`config.mk`:
```
export PLATFORM = sky130hd
export DESIGN_NAME = tmrctl_top
export DESIGN_NICKNAME = d
export VERILOG_FILES = /design/src/inc/tmrctl_pkg.sv /design/src/logic/tmrctl_top.sv /design/src/logic/tmrctl_prescale.sv
export VERILOG_INCLUDE_DIRS = /design/src /design/src/inc
export SDC_FILE = /design/constraint.sdc
export NUM_CORES = 1
export LEC_CHECK = 0
export ABC_CLOCK_PERIOD_IN_PS = 2150
export BUFFER_PORTS_ARGS = -buffer_cell sky130_fd_sc_hd__clkbuf_2
export CAP_MARGIN = 20
export CORE_MARGIN = 10
export CORE_UTILIZATION = 51
export CTS_BUF_LIST = sky130_fd_sc_hd__clkbuf_16
export DETAILED_ROUTE_END_ITERATION = 7
export GPL_ROUTABILITY_DRIVEN = 1
export MAX_ROUTING_LAYER = met4
export PLACE_DENSITY = 0.8
export SYNTH_ARGS = -nofsm -noshare
export SYNTH_HDL_FRONTEND = slang
export SYNTH_SLANG_ARGS = --single-unit
```
`constraint.sdc`:
```
create_clock -name aclk -period 2.15 [get_ports aclk]
set_input_delay 0.1075 -clock aclk [delete_from_list [all_inputs] [get_ports aclk]]
set_output_delay 0.1075 -clock aclk [all_outputs]
set_load 0.02 [all_outputs]
```
`src/inc/tmrctl_consts.svh`:
```
`ifndef TMRCTL_CONSTS_SVH
`define TMRCTL_CONSTS_SVH
`define TMRCTL_OFF_CTRL 4'h0
`define TMRCTL_OFF_GATE 4'h4
`define TMRCTL_OFF_COUNT 4'h8
`define TMRCTL_CTRL_RST 8'h00
`define TMRCTL_GATE_RST 8'h00
`define TMRCTL_CTRL_WMASK 8'hFD
`define TMRCTL_CS_HI 7
`define TMRCTL_CS_LO 6
`define TMRCTL_PS_HI 5
`define TMRCTL_PS_LO 4
`define TMRCTL_OSCEN_BIT 3
`define TMRCTL_SYNC_BIT 2
`define TMRCTL_ON_BIT 0
`define TMRCTL_GE_BIT 7
`define TMRCTL_POL_BIT 6
`define TMRCTL_TM_BIT 5
`define TMRCTL_SPM_BIT 4
`define TMRCTL_GO_BIT 3
`define TMRCTL_VAL_BIT 2
`define TMRCTL_GSS_HI 1
`define TMRCTL_GSS_LO 0
`define TMRCTL_FOSC_DIV 2'h3
`endif

```
`src/inc/tmrctl_pkg.sv`:
```
package tmrctl_pkg;
	typedef enum logic [1:0] {TMRCTL_SRC_INSTR, TMRCTL_SRC_FOSC, TMRCTL_SRC_EXT, TMRCTL_SRC_RSVD} tmrctl_src_t;
	typedef enum logic [1:0] {TMRCTL_RD_IDLE, TMRCTL_RD_DATA} tmrctl_rd_t;
endpackage

```
`src/logic/tmrctl_top.sv`:
```
`timescale 1ns/100ps
`include "tmrctl_consts.svh"
module tmrctl_top
	import tmrctl_pkg::*;
(
	input wire logic aclk,
	input wire logic aresetn,
	input wire logic [3:0] s_axi_awaddr,
	input wire logic s_axi_awvalid,
	output logic s_axi_awready,
	input wire logic [31:0] s_axi_wdata,
	input wire logic [3:0] s_axi_wstrb,
	input wire logic s_axi_wvalid,
	output logic s_axi_wready,
	output logic [1:0] s_axi_bresp,
	output logic s_axi_bvalid,
	input wire logic s_axi_bready,
	input wire logic [3:0] s_axi_araddr,
	input wire logic s_axi_arvalid,
	output logic s_axi_arready,
	output logic [31:0] s_axi_rdata,
	output logic [1:0] s_axi_rresp,
	output logic s_axi_rvalid,
	input wire logic s_axi_rready,
	input wire logic ext_clk_pin,
	input wire logic gate_pin,
	input wire logic timer0_overflow,
	input wire logic cmp1_out,
	input wire logic cmp2_out,
	output logic low_power_osc_enable,
	output logic count_tick,
	output logic [15:0] timer_count
);
	////////////////////////////////////////////////////////////////////////////
	// register state
	logic [7:0] ctrl_r;
	logic [7:0] gate_r;
	logic go_r;
	logic toggle_r;
	logic [15:0] count_r;
	logic aw_held_r;
	logic w_held_r;
	logic [3:0] awaddr_r;
	logic [31:0] wdata_r;
	logic wstrb0_r;
	tmrctl_rd_t rd_state_r;

	////////////////////////////////////////////////////////////////////////////
	// pin synchronisers, first stage read only by the second
	logic [1:0] ext_meta_r;
	logic [1:0] gate_meta_r;
	logic ext_async_prev_r;
	logic gate_val_r;
	logic gate_val_d_r;
	always_ff @(posedge aclk)
	begin
		ext_meta_r <= {ext_meta_r[0], ext_clk_pin};
		gate_meta_r <= {gate_meta_r[0], gate_pin};
	end

	////////////////////////////////////////////////////////////////////////////
	// field decode
	wire tmrctl_src_t src_w = tmrctl_src_t'(ctrl_r[`TMRCTL_CS_HI:`TMRCTL_CS_LO]);
	wire [1:0] ps_w = ctrl_r[`TMRCTL_PS_HI:`TMRCTL_PS_LO];
	wire on_w = ctrl_r[`TMRCTL_ON_BIT];
	wire sync_off_w = ctrl_r[`TMRCTL_SYNC_BIT];
	wire ge_w = gate_r[`TMRCTL_GE_BIT];
	wire pol_w = gate_r[`TMRCTL_POL_BIT];
	wire tm_w = gate_r[`TMRCTL_TM_BIT];
	wire spm_w = gate_r[`TMRCTL_SPM_BIT];
	wire [1:0] gss_w = gate_r[`TMRCTL_GSS_HI:`TMRCTL_GSS_LO];

	////////////////////////////////////////////////////////////////////////////
	// clock source selection
	logic [1:0] fdiv_r;
	wire instr_tick_w = (fdiv_r == `TMRCTL_FOSC_DIV);
	always_ff @(posedge aclk)
	begin
		if (!aresetn)
			fdiv_r <= 2'h0;
		else
			fdiv_r <= 2'(fdiv_r + 2'h1);
	end

	// the unsynchronised path still needs a same-domain edge; it just skips the extra stage,
	// so it answers one cycle earlier than the resynchronised path
	wire ext_rise_async_w = ext_meta_r[1] && !ext_async_prev_r;
	logic ext_rise_sync_r;
	always_ff @(posedge aclk)
	begin
		ext_async_prev_r <= ext_meta_r[1];
		ext_rise_sync_r <= ext_rise_async_w;
	end
	wire ext_tick_w = sync_off_w ? ext_rise_async_w : ext_rise_sync_r;

	wire src_tick_w = (src_w == TMRCTL_SRC_INSTR) ? instr_tick_w :
		(src_w == TMRCTL_SRC_FOSC) ? 1'b1 :
		(src_w == TMRCTL_SRC_EXT) ? ext_tick_w : 1'b0;

	////////////////////////////////////////////////////////////////////////////
	// prescaler, cleared while the timer is off
	logic pre_tick_w;
	tmrctl_prescale u_prescale
	(
		.aclk(aclk),
		.aresetn(aresetn),
		.clear(!on_w),
		.tick_in(src_tick_w),
		.ratio_sel(ps_w),
		.tick_out(pre_tick_w)
	);

	////////////////////////////////////////////////////////////////////////////
	// gate path: source, polarity, toggle, single pulse
	wire gate_src_w = (gss_w == 2'h0) ? gate_meta_r[1] :
		(gss_w == 2'h1) ? timer0_overflow :
		(gss_w == 2'h2) ? cmp1_out : cmp2_out;
	wire gate_pol_w = gate_src_w ~^ pol_w;
	logic gate_pol_d_r;
	wire gate_rise_w = gate_pol_w && !gate_pol_d_r;
	wire gate_lvl_w = tm_w ? toggle_r : gate_pol_w;
	wire gate_fall_w = gate_val_d_r && !gate_val_r;
	// single pulse holds the gate closed until armed
	wire gate_open_w = spm_w ? (gate_val_r && go_r) : gate_val_r;
	always_ff @(posedge aclk)
	begin
		gate_pol_d_r <= gate_pol_w;
		gate_val_r <= gate_lvl_w;
		gate_val_d_r <= gate_val_r;
	end
	always_ff @(posedge aclk)
	begin
		if (!aresetn || !on_w || !tm_w)
			toggle_r <= 1'b0;
		else if (gate_rise_w)
			toggle_r <= !toggle_r;
	end

	////////////////////////////////////////////////////////////////////////////
	// counter
	wire inc_w = on_w && pre_tick_w && (!ge_w || gate_open_w);
	always_ff @(posedge aclk)
	begin
		if (!aresetn)
			count_r <= 16'h0000;
		else if (inc_w)
			count_r <= 16'(count_r + 16'h0001);
	end
	always_ff @(posedge aclk)
	begin
		if (!aresetn)
		begin
			count_tick <= 1'b0;
			timer_count <= 16'h0000;
			low_power_osc_enable <= 1'b0;
		end
		else
		begin
			count_tick <= inc_w;
			timer_count <= count_r;
			low_power_osc_enable <= ctrl_r[`TMRCTL_OSCEN_BIT];
		end
	end

	////////////////////////////////////////////////////////////////////////////
	// write channel: address and data taken in either order
	wire aw_take_w = s_axi_awvalid && s_axi_awready;
	wire w_take_w = s_axi_wvalid && s_axi_wready;
	wire wr_go_w = aw_held_r && w_held_r && !s_axi_bvalid;
	wire wr_ctrl_w = wr_go_w && wstrb0_r && ({awaddr_r[3:2], 2'h0} == `TMRCTL_OFF_CTRL);
	wire wr_gate_w = wr_go_w && wstrb0_r && ({awaddr_r[3:2], 2'h0} == `TMRCTL_OFF_GATE);
	wire wr_ok_w = ({awaddr_r[3:2], 2'h0} == `TMRCTL_OFF_CTRL) || ({awaddr_r[3:2], 2'h0} == `TMRCTL_OFF_GATE);
	always_ff @(posedge aclk)
	begin
		if (!aresetn)
		begin
			aw_held_r <= 1'b0;
			w_held_r <= 1'b0;
			awaddr_r <= 4'h0;
			wdata_r <= 32'h00000000;
			wstrb0_r <= 1'b0;
			s_axi_awready <= 1'b0;
			s_axi_wready <= 1'b0;
			s_axi_bvalid <= 1'b0;
			s_axi_bresp <= 2'h0;
		end
		else
		begin
			s_axi_awready <= !aw_held_r && !aw_take_w && !s_axi_bvalid;
			s_axi_wready <= !w_held_r && !w_take_w && !s_axi_bvalid;
			if (aw_take_w)
			begin
				aw_held_r <= 1'b1;
				awaddr_r <= s_axi_awaddr;
			end
			if (w_take_w)
			begin
				w_held_r <= 1'b1;
				wdata_r <= s_axi_wdata;
				wstrb0_r <= s_axi_wstrb[0];
			end
			if (wr_go_w)
			begin
				aw_held_r <= 1'b0;
				w_held_r <= 1'b0;
				s_axi_bvalid <= 1'b1;
				s_axi_bresp <= wr_ok_w ? 2'h0 : 2'h2; // unmapped gets SLVERR
			end
			else if (s_axi_bvalid && s_axi_bready)
				s_axi_bvalid <= 1'b0;
		end
	end

	////////////////////////////////////////////////////////////////////////////
	// control registers; ctrl bit 1 and gate bits 3:2 never stored
	always_ff @(posedge aclk)
	begin
		if (!aresetn)
		begin
			ctrl_r <= `TMRCTL_CTRL_RST;
			gate_r <= `TMRCTL_GATE_RST;
		end
		else
		begin
			if (wr_ctrl_w)
				ctrl_r <= wdata_r[7:0] & `TMRCTL_CTRL_WMASK;
			if (wr_gate_w)
				gate_r <= {wdata_r[7:4], 2'h0, wdata_r[1:0]};
		end
	end

	// single-pulse status: hardware clear on gate fall wins against a simultaneous write
	always_ff @(posedge aclk)
	begin
		if (!aresetn)
			go_r <= 1'b0;
		else if (!on_w || !spm_w)
			go_r <= 1'b0;
		else if (gate_fall_w && go_r)
			go_r <= 1'b0;
		else if (wr_gate_w)
			go_r <= wdata_r[`TMRCTL_GO_BIT];
	end

	////////////////////////////////////////////////////////////////////////////
	// read channel
	wire [7:0] gate_rd_w = {gate_r[7:4], go_r, gate_val_r, gate_r[1:0]};
	wire [31:0] rd_mux_w = (s_axi_araddr == `TMRCTL_OFF_CTRL) ? {24'h000000, ctrl_r} :
		(s_axi_araddr == `TMRCTL_OFF_GATE) ? {24'h000000, gate_rd_w} :
		(s_axi_araddr == `TMRCTL_OFF_COUNT) ? {16'h0000, count_r} : 32'h00000000;
	wire rd_ok_w = (s_axi_araddr == `TMRCTL_OFF_CTRL) || (s_axi_araddr == `TMRCTL_OFF_GATE) ||
		(s_axi_araddr == `TMRCTL_OFF_COUNT);
	always_ff @(posedge aclk)
	begin
		if (!aresetn)
		begin
			rd_state_r <= TMRCTL_RD_IDLE;
			s_axi_arready <= 1'b0;
			s_axi_rvalid <= 1'b0;
			s_axi_rdata <= 32'h00000000;
			s_axi_rresp <= 2'h0;
		end
		else
		begin
			unique case (rd_state_r)
				TMRCTL_RD_IDLE:
				begin
					s_axi_arready <= !(s_axi_arvalid && s_axi_arready);
					if (s_axi_arvalid && s_axi_arready)
					begin
						s_axi_rdata <= rd_mux_w;
						s_axi_rresp <= rd_ok_w ? 2'h0 : 2'h2;
						s_axi_rvalid <= 1'b1;
						s_axi_arready <= 1'b0;
						rd_state_r <= TMRCTL_RD_DATA;
					end
				end
				TMRCTL_RD_DATA:
				begin
					if (s_axi_rready)
					begin
						s_axi_rvalid <= 1'b0;
						s_axi_arready <= 1'b1;
						rd_state_r <= TMRCTL_RD_IDLE;
					end
				end
				default:
					rd_state_r <= TMRCTL_RD_IDLE;
			endcase
		end
	end
endmodule // tmrctl_top

```
`src/logic/tmrctl_prescale.sv`:
```
`timescale 1ns/100ps
`include "tmrctl_consts.svh"
// divides a one-cycle tick stream by 1, 2, 4 or 8
module tmrctl_prescale
(
	input wire logic aclk,
	input wire logic aresetn,
	input wire logic clear,
	input wire logic tick_in,
	input wire logic [1:0] ratio_sel,
	output logic tick_out
);
	logic [2:0] cnt_r;
	logic [2:0] last_w;
	// terminal count is ratio minus one
	assign last_w = 3'((4'h1 << ratio_sel) - 4'h1);
	// one output tick per 2**ratio_sel input ticks
	always_ff @(posedge aclk)
	begin
		if (!aresetn || clear)
		begin
			cnt_r <= 3'h0;
			tick_out <= 1'b0;
		end
		else
		begin
			tick_out <= tick_in && (cnt_r >= last_w);
			if (tick_in)
				cnt_r <= (cnt_r >= last_w) ? 3'h0 : 3'(cnt_r + 3'h1);
		end
	end
endmodule // tmrctl_prescale

```
# [After elaboration in Yosys (flattened, before gate mapping)]
# Cells that the tools add are included.
[totals] reg_bits=122 output_inout_bits=59 inputBits=56 wordCells=133
[op_classes] mux=26 shift=1 n_reduce_logical=56 n_bitwise=2 eq_ne=11 add_sub_neg=4 order_cmp=1
[op_table] operator="2-to-1 mux 16 bit" n=3
[op_table] operator="logical AND 1 bit" n=21
[op_table] operator="adder 16 x 1 -> 16 bit (second input constant)" n=1
[op_table] operator="zero test 1 bit" n=15
[op_table] operator="2-to-1 mux 1 bit" n=15
[op_table] operator="== test 2 x 1 -> 1 bit (second input constant)" n=4
[op_table] operator="zero test 2 bit" n=4
[op_table] operator="2-to-1 mux 2 bit" n=4
[op_table] operator="logical OR 1 bit" n=7
[op_table] operator="== test 2 bit (second input constant)" n=3
[op_table] operator="AND reduction 2 bit" n=3
[op_table] operator="== test 4 x 3 -> 1 bit (second input constant)" n=1
[op_table] operator="== test 4 bit (second input constant)" n=1
[op_table] operator="zero test 4 bit" n=1
[op_table] operator="!= test 2 bit (second input constant)" n=2
[op_table] operator="one-hot mux 1 bit (2 select lines)" n=2
[op_table] operator="one-hot mux 2 bit (2 select lines)" n=1
[op_table] operator="nonzero test 2 bit" n=2
[op_table] operator="adder 3 x 1 -> 3 bit (second input constant)" n=1
[op_table] operator=">= comparator 3 bit" n=1
[op_table] operator="2-to-1 mux 3 bit" n=1
[op_table] operator="AND reduction 3 bit" n=1
[op_table] operator="OR reduction 3 bit" n=1
[op_table] operator="left shift 1 x 2 -> 3 bit (first input constant)" n=1
[op_table] operator="5 further kinds" n=5

# [Longest topological paths before layout]
# Gate-level depths: netlist of run 1.
[depth] word_depth=7 ltp_mapped=6 depth_no_buf=6

# [By module]
# From an unflattened synthesis of run 1, not the netlist that was laid out.
[hier_totals] cells_unflattened=424 hier_area_um2=4033.9
[modules_own_cells] module="tmrctl_top" cells_per_inst=393 instances=1 area_each_um2=3744.8 seq_area_each_um2=1921.8
[modules_own_cells] module="tmrctl_prescale" cells_per_inst=31 instances=1 area_each_um2=289.0 seq_area_each_um2=80.1

# [Worst setup path after synthesis of run 1]
# Ideal clock, no wire load.
[synth_timing] path_kind="flip-flop to flip-flop" start="reg ctrl_r[4]" end="reg u_prescale.cnt_r[0]" setup_time_ns=0.070 period_less_slack_ns=1.796 path_stages_with_launch=7 path_slack_ns=0.354 required_ns=2.080 t_arrival_ns=1.726 n_path_buf=0 cell_sequence="dfxtp_1 or2_2 ha_1 nand2b_1 a31oi_1 or3b_1 a21oi_1"
[synth_via] elab_chain_cells=4
[synth_lines] item="from (decl)" line="tmrctl_top.sv:36" source="logic [7:0] ctrl_r;"
[synth_lines] item="from (signal assigned)" line="tmrctl_top.sv:220" source="ctrl_r <= `TMRCTL_CTRL_RST;"
[synth_lines] item="from (signal assigned)" line="tmrctl_top.sv:226" source="ctrl_r <= wdata_r[7:0] & `TMRCTL_CTRL_WMASK;"
[synth_lines] item="left shift 1 x 2 -> 3 bit" line="tmrctl_prescale.sv:16" source="assign last_w = 3'((4'h1 << ratio_sel) - 4'h1);"
[synth_lines] item="subtractor 3 x 1 -> 3 bit" line="tmrctl_prescale.sv:16"
[synth_lines] item=">= comparator 3 bit" line="tmrctl_prescale.sv:29" source="cnt_r <= (cnt_r >= last_w) ? 3'h0 : 3'(cnt_r + 3'h1);"
[synth_lines] item="2-to-1 mux 3 bit" line="tmrctl_prescale.sv:29"
[synth_lines] item="to (signal assigned)" line="tmrctl_prescale.sv:29"
[synth_lines] item="to (decl)" line="tmrctl_prescale.sv:13" source="logic [2:0] cnt_r;"
# Every way passes these cells.
# A chain may end at the register's enable or synchronous reset.

# [Final worst setup path of run 1]
[layout_timing] start="reg count_r[4]" end="reg count_r[13]"
[layout_via] elab_chain_cells=1
[layout_lines] item="from (decl)" line="tmrctl_top.sv:40" source="logic [15:0] count_r;"
[layout_lines] item="from (signal assigned)" line="tmrctl_top.sv:147" source="count_r <= 16'(count_r + 16'h0001);"
[layout_lines] item="adder 16 x 1 -> 16 bit" line="tmrctl_top.sv:147"
# Every way passes these cells.

==> flow_summary.yaml, run 1 <==
run_status:
  status: "completed"
place:
  dpl_cell_area_mm2: 0.004305
  globalplace.congestion: 0.8148
  hpwlAfterDp_um: 6541
  port_buffers: 67
logic_synthesis:
  yosysWarnings: 0
  synth_seq_area_share: 0.5120
  synth-main-ff-cell: "dfxtp_1"
  ys_top_cells_by_area: "dfxtp_1, mux2i_1, nor2_1"
  synth_top_area_frac: 0.5120
  synth_edf_count: 0
  ys_async_sr_fraction: 0
  synth_top_area_cell: "dfxtp_1"
  ys_types: 46
  syn_avg_cell_area_um2: 9.631
  ys_ff_latch: 100
  syn_area_mm2: 0.003910
  synth_cells: 406
global_route:
  grt_start_max_net_pins: 39
  grt_pass1_wl_um: 14980
  grt_pass1_vias: 3061
  antenna_found_initial: 0
  grt-ovfl-total: 0
  track_usage: 0.1638
timing:
  skew_ps: 6.497
  finalSetupTns_ps: 0
  slew_viol_final: 0
  setup_violations: 0
  max_slew_margin: 0.6673
  hold_ws_ps: 12.86
  hold_viol: 0
  min_period_ps: 1785
  tightest_slew_ps: 496.9
  max_freq_mhz: 560.3
  post-route-period-util: 0.8301
  rsz0062_at_grt: "false"
clocking:
  cts_made_buffers: 9
  numClockSinks: 100
  clockBufferDepth: 2
  ctsHtreeMaxLevel: 3
  worstSkewPairLatency_ps: 330
  cts_tree: "yes"
  cts_resized: 0
  clk_transition_reported_paths_ps: 70
  cts_hold_buf: 10
  cts_root_buf: "clkbuf_16"
  cts_setup_buffers: 0
floorplan:
  num_rows: 31
  ioPinCount: 115
  coreArea_mm2: 0.007370
  die_h_um: 107.6
  start_util: 0.5306
  die_x_um: 107.6
  die-area_mm2: 0.01157
layout:
  final_nets: 548
  final_cell_mix: "dfxtp_1, clkbuf_2, nor2_1"
  syn_to_final_growth_pct: 20.77
  diodes: 0
  final_area_mm2: 0.004722
  drive_gt1_frac: 0.2118
  final_common_cell: "dfxtp_1"
  finish.utilization: 0.6407
pwr:
  p_leak_uw: 0.002006
  ir_drop_uv: 419.8
  finalPower_uw: 3815
  p_per_area_mw_per_mm2: 808.0
worst_setup_path:
  arrival_ps: 2010
  critPathMaxFanout: 6
  critPathKind: "flop to flop"
  start_kind: "flop"
  worstPathRequired_ps: 2380
  cp-end-kind: "flop"
drt:
  drtIter0Drc: 234
  wirelength_um: 9170
  vias_per_cell: 5.292
  dr_total_vias: 3122
  drtAntennaViolNets: 0
  wl_per_cell_um: 15.54
  firstDrtPassIters: 5
  drc: 0
run:
  maxCapViolCount: 0
worst_hold_path:
  hp-class: "input port to flop"
final timing paths:
| kind | startpoint | end | slack (ps) | depth (start not counted) |
|---|---|---|---|---|
| max | count_r[4] | count_r[13] | 370 | 4 |
| min reg2reg | gate_meta_r[0] | gate_meta_r[1] | 330 | 0 |
| max reg2reg | count_r[4] | count_r[13] | 370 | 4 |
| min | s_axi_awaddr[3] | awaddr_r[3] | 10 | 3 |
synth_stat cells (2+ instances only):
library cell and n:
a31oi_1 2, nor3b_1 3, nand2b_1 7, or3_1 4
nand3b_1 6, xor2_1 3, nor3_1 9, and2_1 21
inv_1 7, nand2_1 35, nand3_1 8, and4_1 2
mux2_2 6, a22oi_1 16, o2bb2ai_1 7, nor4_1 2
or4_1 3, nor2b_1 5, a21oi_1 21, mux2i_1 23
nand4_1 4, nor2_1 43, dfxtp_1 100, buf_2 6
buf_4 18, buf_1 2, o21ai_0 9, ha_1 6
clkbuf_1 10, o31ai_1 2
critical path, stage by stage, from the launching register on:
cell	delay [ps]
dfxtp_1	440
and4_1	370
nand2_2	120
nor4_1	370
mux2_2	380
layer usage:
layer  routed length [µm]  vias up  track usage
met4                  247        0      0.06584
met1                 3955     1453       0.1949
li1                     -     1536            -
met2                 4278      115       0.2515
met3                  688       18      0.05210
met5                    0        -            -
power breakdown:
part | internal, µW | switching (µW)
clock | 1020 | 680
sequential | 1890 | 24.3
combinational | 74.3 | 133
layout make-up:
cell class | count | area [µm²]
fill | 589 | 2648
sequential | 100 | 2002
multi-input combinational | 279 | 1732
timing repair buffer | 88 | 518.0
clock buffer | 9 | 225.2
tap | 99 | 123.9
clock inverter | 7 | 91.34
inverter | 8 | 30.03
stage by stage:
| step | setup slack (ps) | instances |
|---|---|---|
| after floorplan | 353.7 | 423 |
| after global placement | 422.1 | 564 |
| after detailed placement | 360.6 | 564 |
| after CTS | 352.3 | 590 |
| after global routing | 233.6 | 590 |
| final | 365.4 | 590 |
kinds of logic after synthesis:
family / Yosys count / synth area share
compound gates: 63 / 0.1056
buf+inv: 44 / 0.06144
flops: 100 / 0.5120
xor+xnor: 3 / 0.006721
other cells: 1 / 0.0009591
mux: 30 / 0.08192
fa+ha+maj: 6 / 0.01920
simple gates: 159 / 0.2122
state kept, by name (all words and copies together), names as in the netlist, 2 cells and up:
signal,count
timer_count,16
s_axi_rdata,16
wdata_r,8
ctrl_r,7
fdiv_r,2
awaddr_r,2
count_r,16
gate_meta_r,2
ext_meta_r,2
u_prescale.cnt_r,3
gate_r,6
(Power assumes the default switching activity.)
==> run 2: changes to the inputs <==
--- a/config.mk
+++ b/config.mk
@@ -6,7 +6,7 @@
 export SDC_FILE = /design/constraint.sdc
 export NUM_CORES = 1
 export LEC_CHECK = 0
-export ABC_CLOCK_PERIOD_IN_PS = 2150
+export ABC_CLOCK_PERIOD_IN_PS = 1700
 export BUFFER_PORTS_ARGS = -buffer_cell sky130_fd_sc_hd__clkbuf_2
 export CAP_MARGIN = 20
 export CORE_MARGIN = 10
==> constraint.sdc (replaced) <==
create_clock -name aclk -period 1.7 [get_ports aclk]
set_input_delay 0.085 -clock aclk [delete_from_list [all_inputs] [get_ports aclk]]
set_output_delay 0.085 -clock aclk [all_outputs]
set_load 0.02 [all_outputs]
==> run 2 against run 1 <==
  * Power rose by 27%
  * Design area is 6.7% higher
  * Global-route usage increased by 1.2 points
  * Largest cell class unchanged
  * Non-clock buffer count is 27 higher
  * Core utilization up 4.3 points
  * Sequential power increased by 27%
  * Cell count grew 4.6%
  * Count of clock-buffer cells in the layout unchanged
==> flow_summary.yaml, run 2 (synthesis results as in run 1) <==
run_status:
  status: "completed"
floorplan:
  die-area_mm2: 0.01157
  coreArea_mm2: 0.007370
  die_h_um: 107.6
  ioPinCount: 115
  num_rows: 31
  die_x_um: 107.6
  start_util: 0.5306
drt:
  drc: 0
  vias_per_cell: 5.337
  wl_per_cell_um: 16.07
  firstDrtPassIters: 4
  dr_total_vias: 3293
  drtIter0Drc: 182
  wirelength_um: 9915
  drtAntennaViolNets: 0
worst_setup_path:
  arrival_ps: 1970
  slowest_delay_ps: 470
  crit_family: "simple AND/OR/NAND/NOR gates"
  worst_path_max_delay_cell: "or4_1"
  cp-end-kind: "flop"
  worstPathRequired_ps: 1980
  start_kind: "flop"
  critPathMaxFanout: 5
  path_cells: "ha_2, and2_1, nand4_1, buf_4, or4_1, nand2_1"
  critPathKind: "flop to flop"
  worst-path-buf-inv: 1
run:
  maxCapViolCount: 0
place:
  hpwlAfterDp_um: 6852
  globalplace.congestion: 0.8219
  port_buffers: 67
  place_ws_ps: 8.223
global_route:
  track_usage: 0.1757
  grt_pass1_wl_um: 15970
  antenna_found_initial: 0
  grt_start_max_net_pins: 54
  grt-ovfl-total: 0
  grt_pass1_vias: 3352
clocking:
  ctsHtreeMaxLevel: 3
  clk_transition_reported_paths_ps: 70
  cts_tree: "yes"
  cts_root_buf: "clkbuf_16"
  clockBufferDepth: 2
  numClockSinks: 100
  worstSkewPairLatency_ps: 340
  cts_made_buffers: 9
timing:
  max_freq_mhz: 594.6
  tightest_slew_ps: 540.1
  hold_viol: 0
  setup_violations: 0
  slew_viol_final: 0
  skew_ps: 6.774
  max_slew_margin: 0.6384
  min_period_ps: 1682
  layout_setup_ws_ps: 18.16
  post-route-period-util: 0.9893
  finalSetupTns_ps: 0
  hold_ws_ps: 3.995
layout:
  diodes: 0
  top_regs: "count_r x16, s_axi_rdata x16, timer_count x16"
  finish.utilization: 0.6834
  drive_gt1_frac: 0.2761
  syn_to_final_growth_pct: 28.80
  final_common_cell: "dfxtp_1"
  final_nets: 575
  final_cell_mix: "dfxtp_1, clkbuf_2, nor2_1"
pwr:
  swShare: 0.2194
  intPower_uw: 3772
  p_per_area_mw_per_mm2: 959.7
  clkPwrFrac: 0.444
  p_leak_uw: 0.002153
  ir_drop_uv: 691.7
  pwr-share-comb: 0.056
  pwr-share-seq: 0.500
  finalPower_uw: 4833
  switchingPower_uw: 1061
worst_hold_path:
  hp-class: "input port to flop"
[run 2: cell count changes in the layout (fill, tap and decap cells not counted), moves of 2 or more]
| cell | previous run | this run |
|---|---|---|
| buf_4 | 11 | 34 |
| nor4_2 | 0 | 2 |
| dfxtp_2 | 0 | 4 |
| ha_4 | 0 | 2 |
| a21oi_1 | 21 | 19 |
| ha_1 | 6 | 3 |
| a21oi_2 | 0 | 2 |
| nor4_1 | 2 | 0 |
| dfxtp_1 | 100 | 96 |
| dlygate4sd3_1 | 10 | 13 |
[run 2: path summary, 6_finish.rpt]
kind | startpoint | to | slack [ps] | cells after the start
worst max-delay path | count_r[0] | count_r[6] | 20 | 6
worst min register to register | gate_meta_r[0] | gate_meta_r[1] | 330 | 0
worst min-delay path | s_axi_bready | s_axi_bvalid | 4 | 3
worst max register to register | count_r[0] | count_r[6] | 20 | 6
[run 2: power groups by stage]
stage | sequential [µW] | clock, µW | combinational [µW]
after floorplan | 2470 | 0 | 178
after global placement | 2470 | 0 | 239
after detailed placement | 2470 | 0 | 244
after CTS | 2420 | 2160 | 268
after global routing | 2420 | 2260 | 300
final | 2420 | 2140 | 272
[run 2: per-stage QoR]
step | area [µm²] | std cells
after detailed placement | 4483 | 583
after global placement | 4483 | 583
after floorplan | 3996 | 423
after CTS | 4945 | 614
after global routing | 5036 | 617
final | 5036 | 617
[run 2: cell type report]
cell class,instances,area (µm²)
tap,99,123.9
timing repair buffer,115,740.7
fill,551,2333
inverter,8,30.03
clock buffer,9,225.2
multi-input combinational,279,1819
sequential,100,2007
clock inverter,7,90.09
[run 2: what timing repair did]
action,CTS,global route
hold buffers,13,0
buffers inserted,2,3
resized for setup,1,14
endpoints found under the setup margin,2,8
gates cloned,0,0
endpoints found under the hold margin,13,0
pin swaps,1,4
[run 2: per-layer routing]
metal	vias up	track usage	share of wire
li1	1589	-	-
met1	1552	0.1979	0.42
met2	134	0.2918	0.49
met3	18	0.04910	0.078
met4	0	0.06298	0.016
met5	-	-	0
[run 2: worst reg2reg max path, cell delays in order (launching register included)]
cell and delay [ps]:
dfxtp_2 340, ha_2 170, and2_1 120, nand4_1 220, buf_4 220, or4_1 470
nand2_1 80
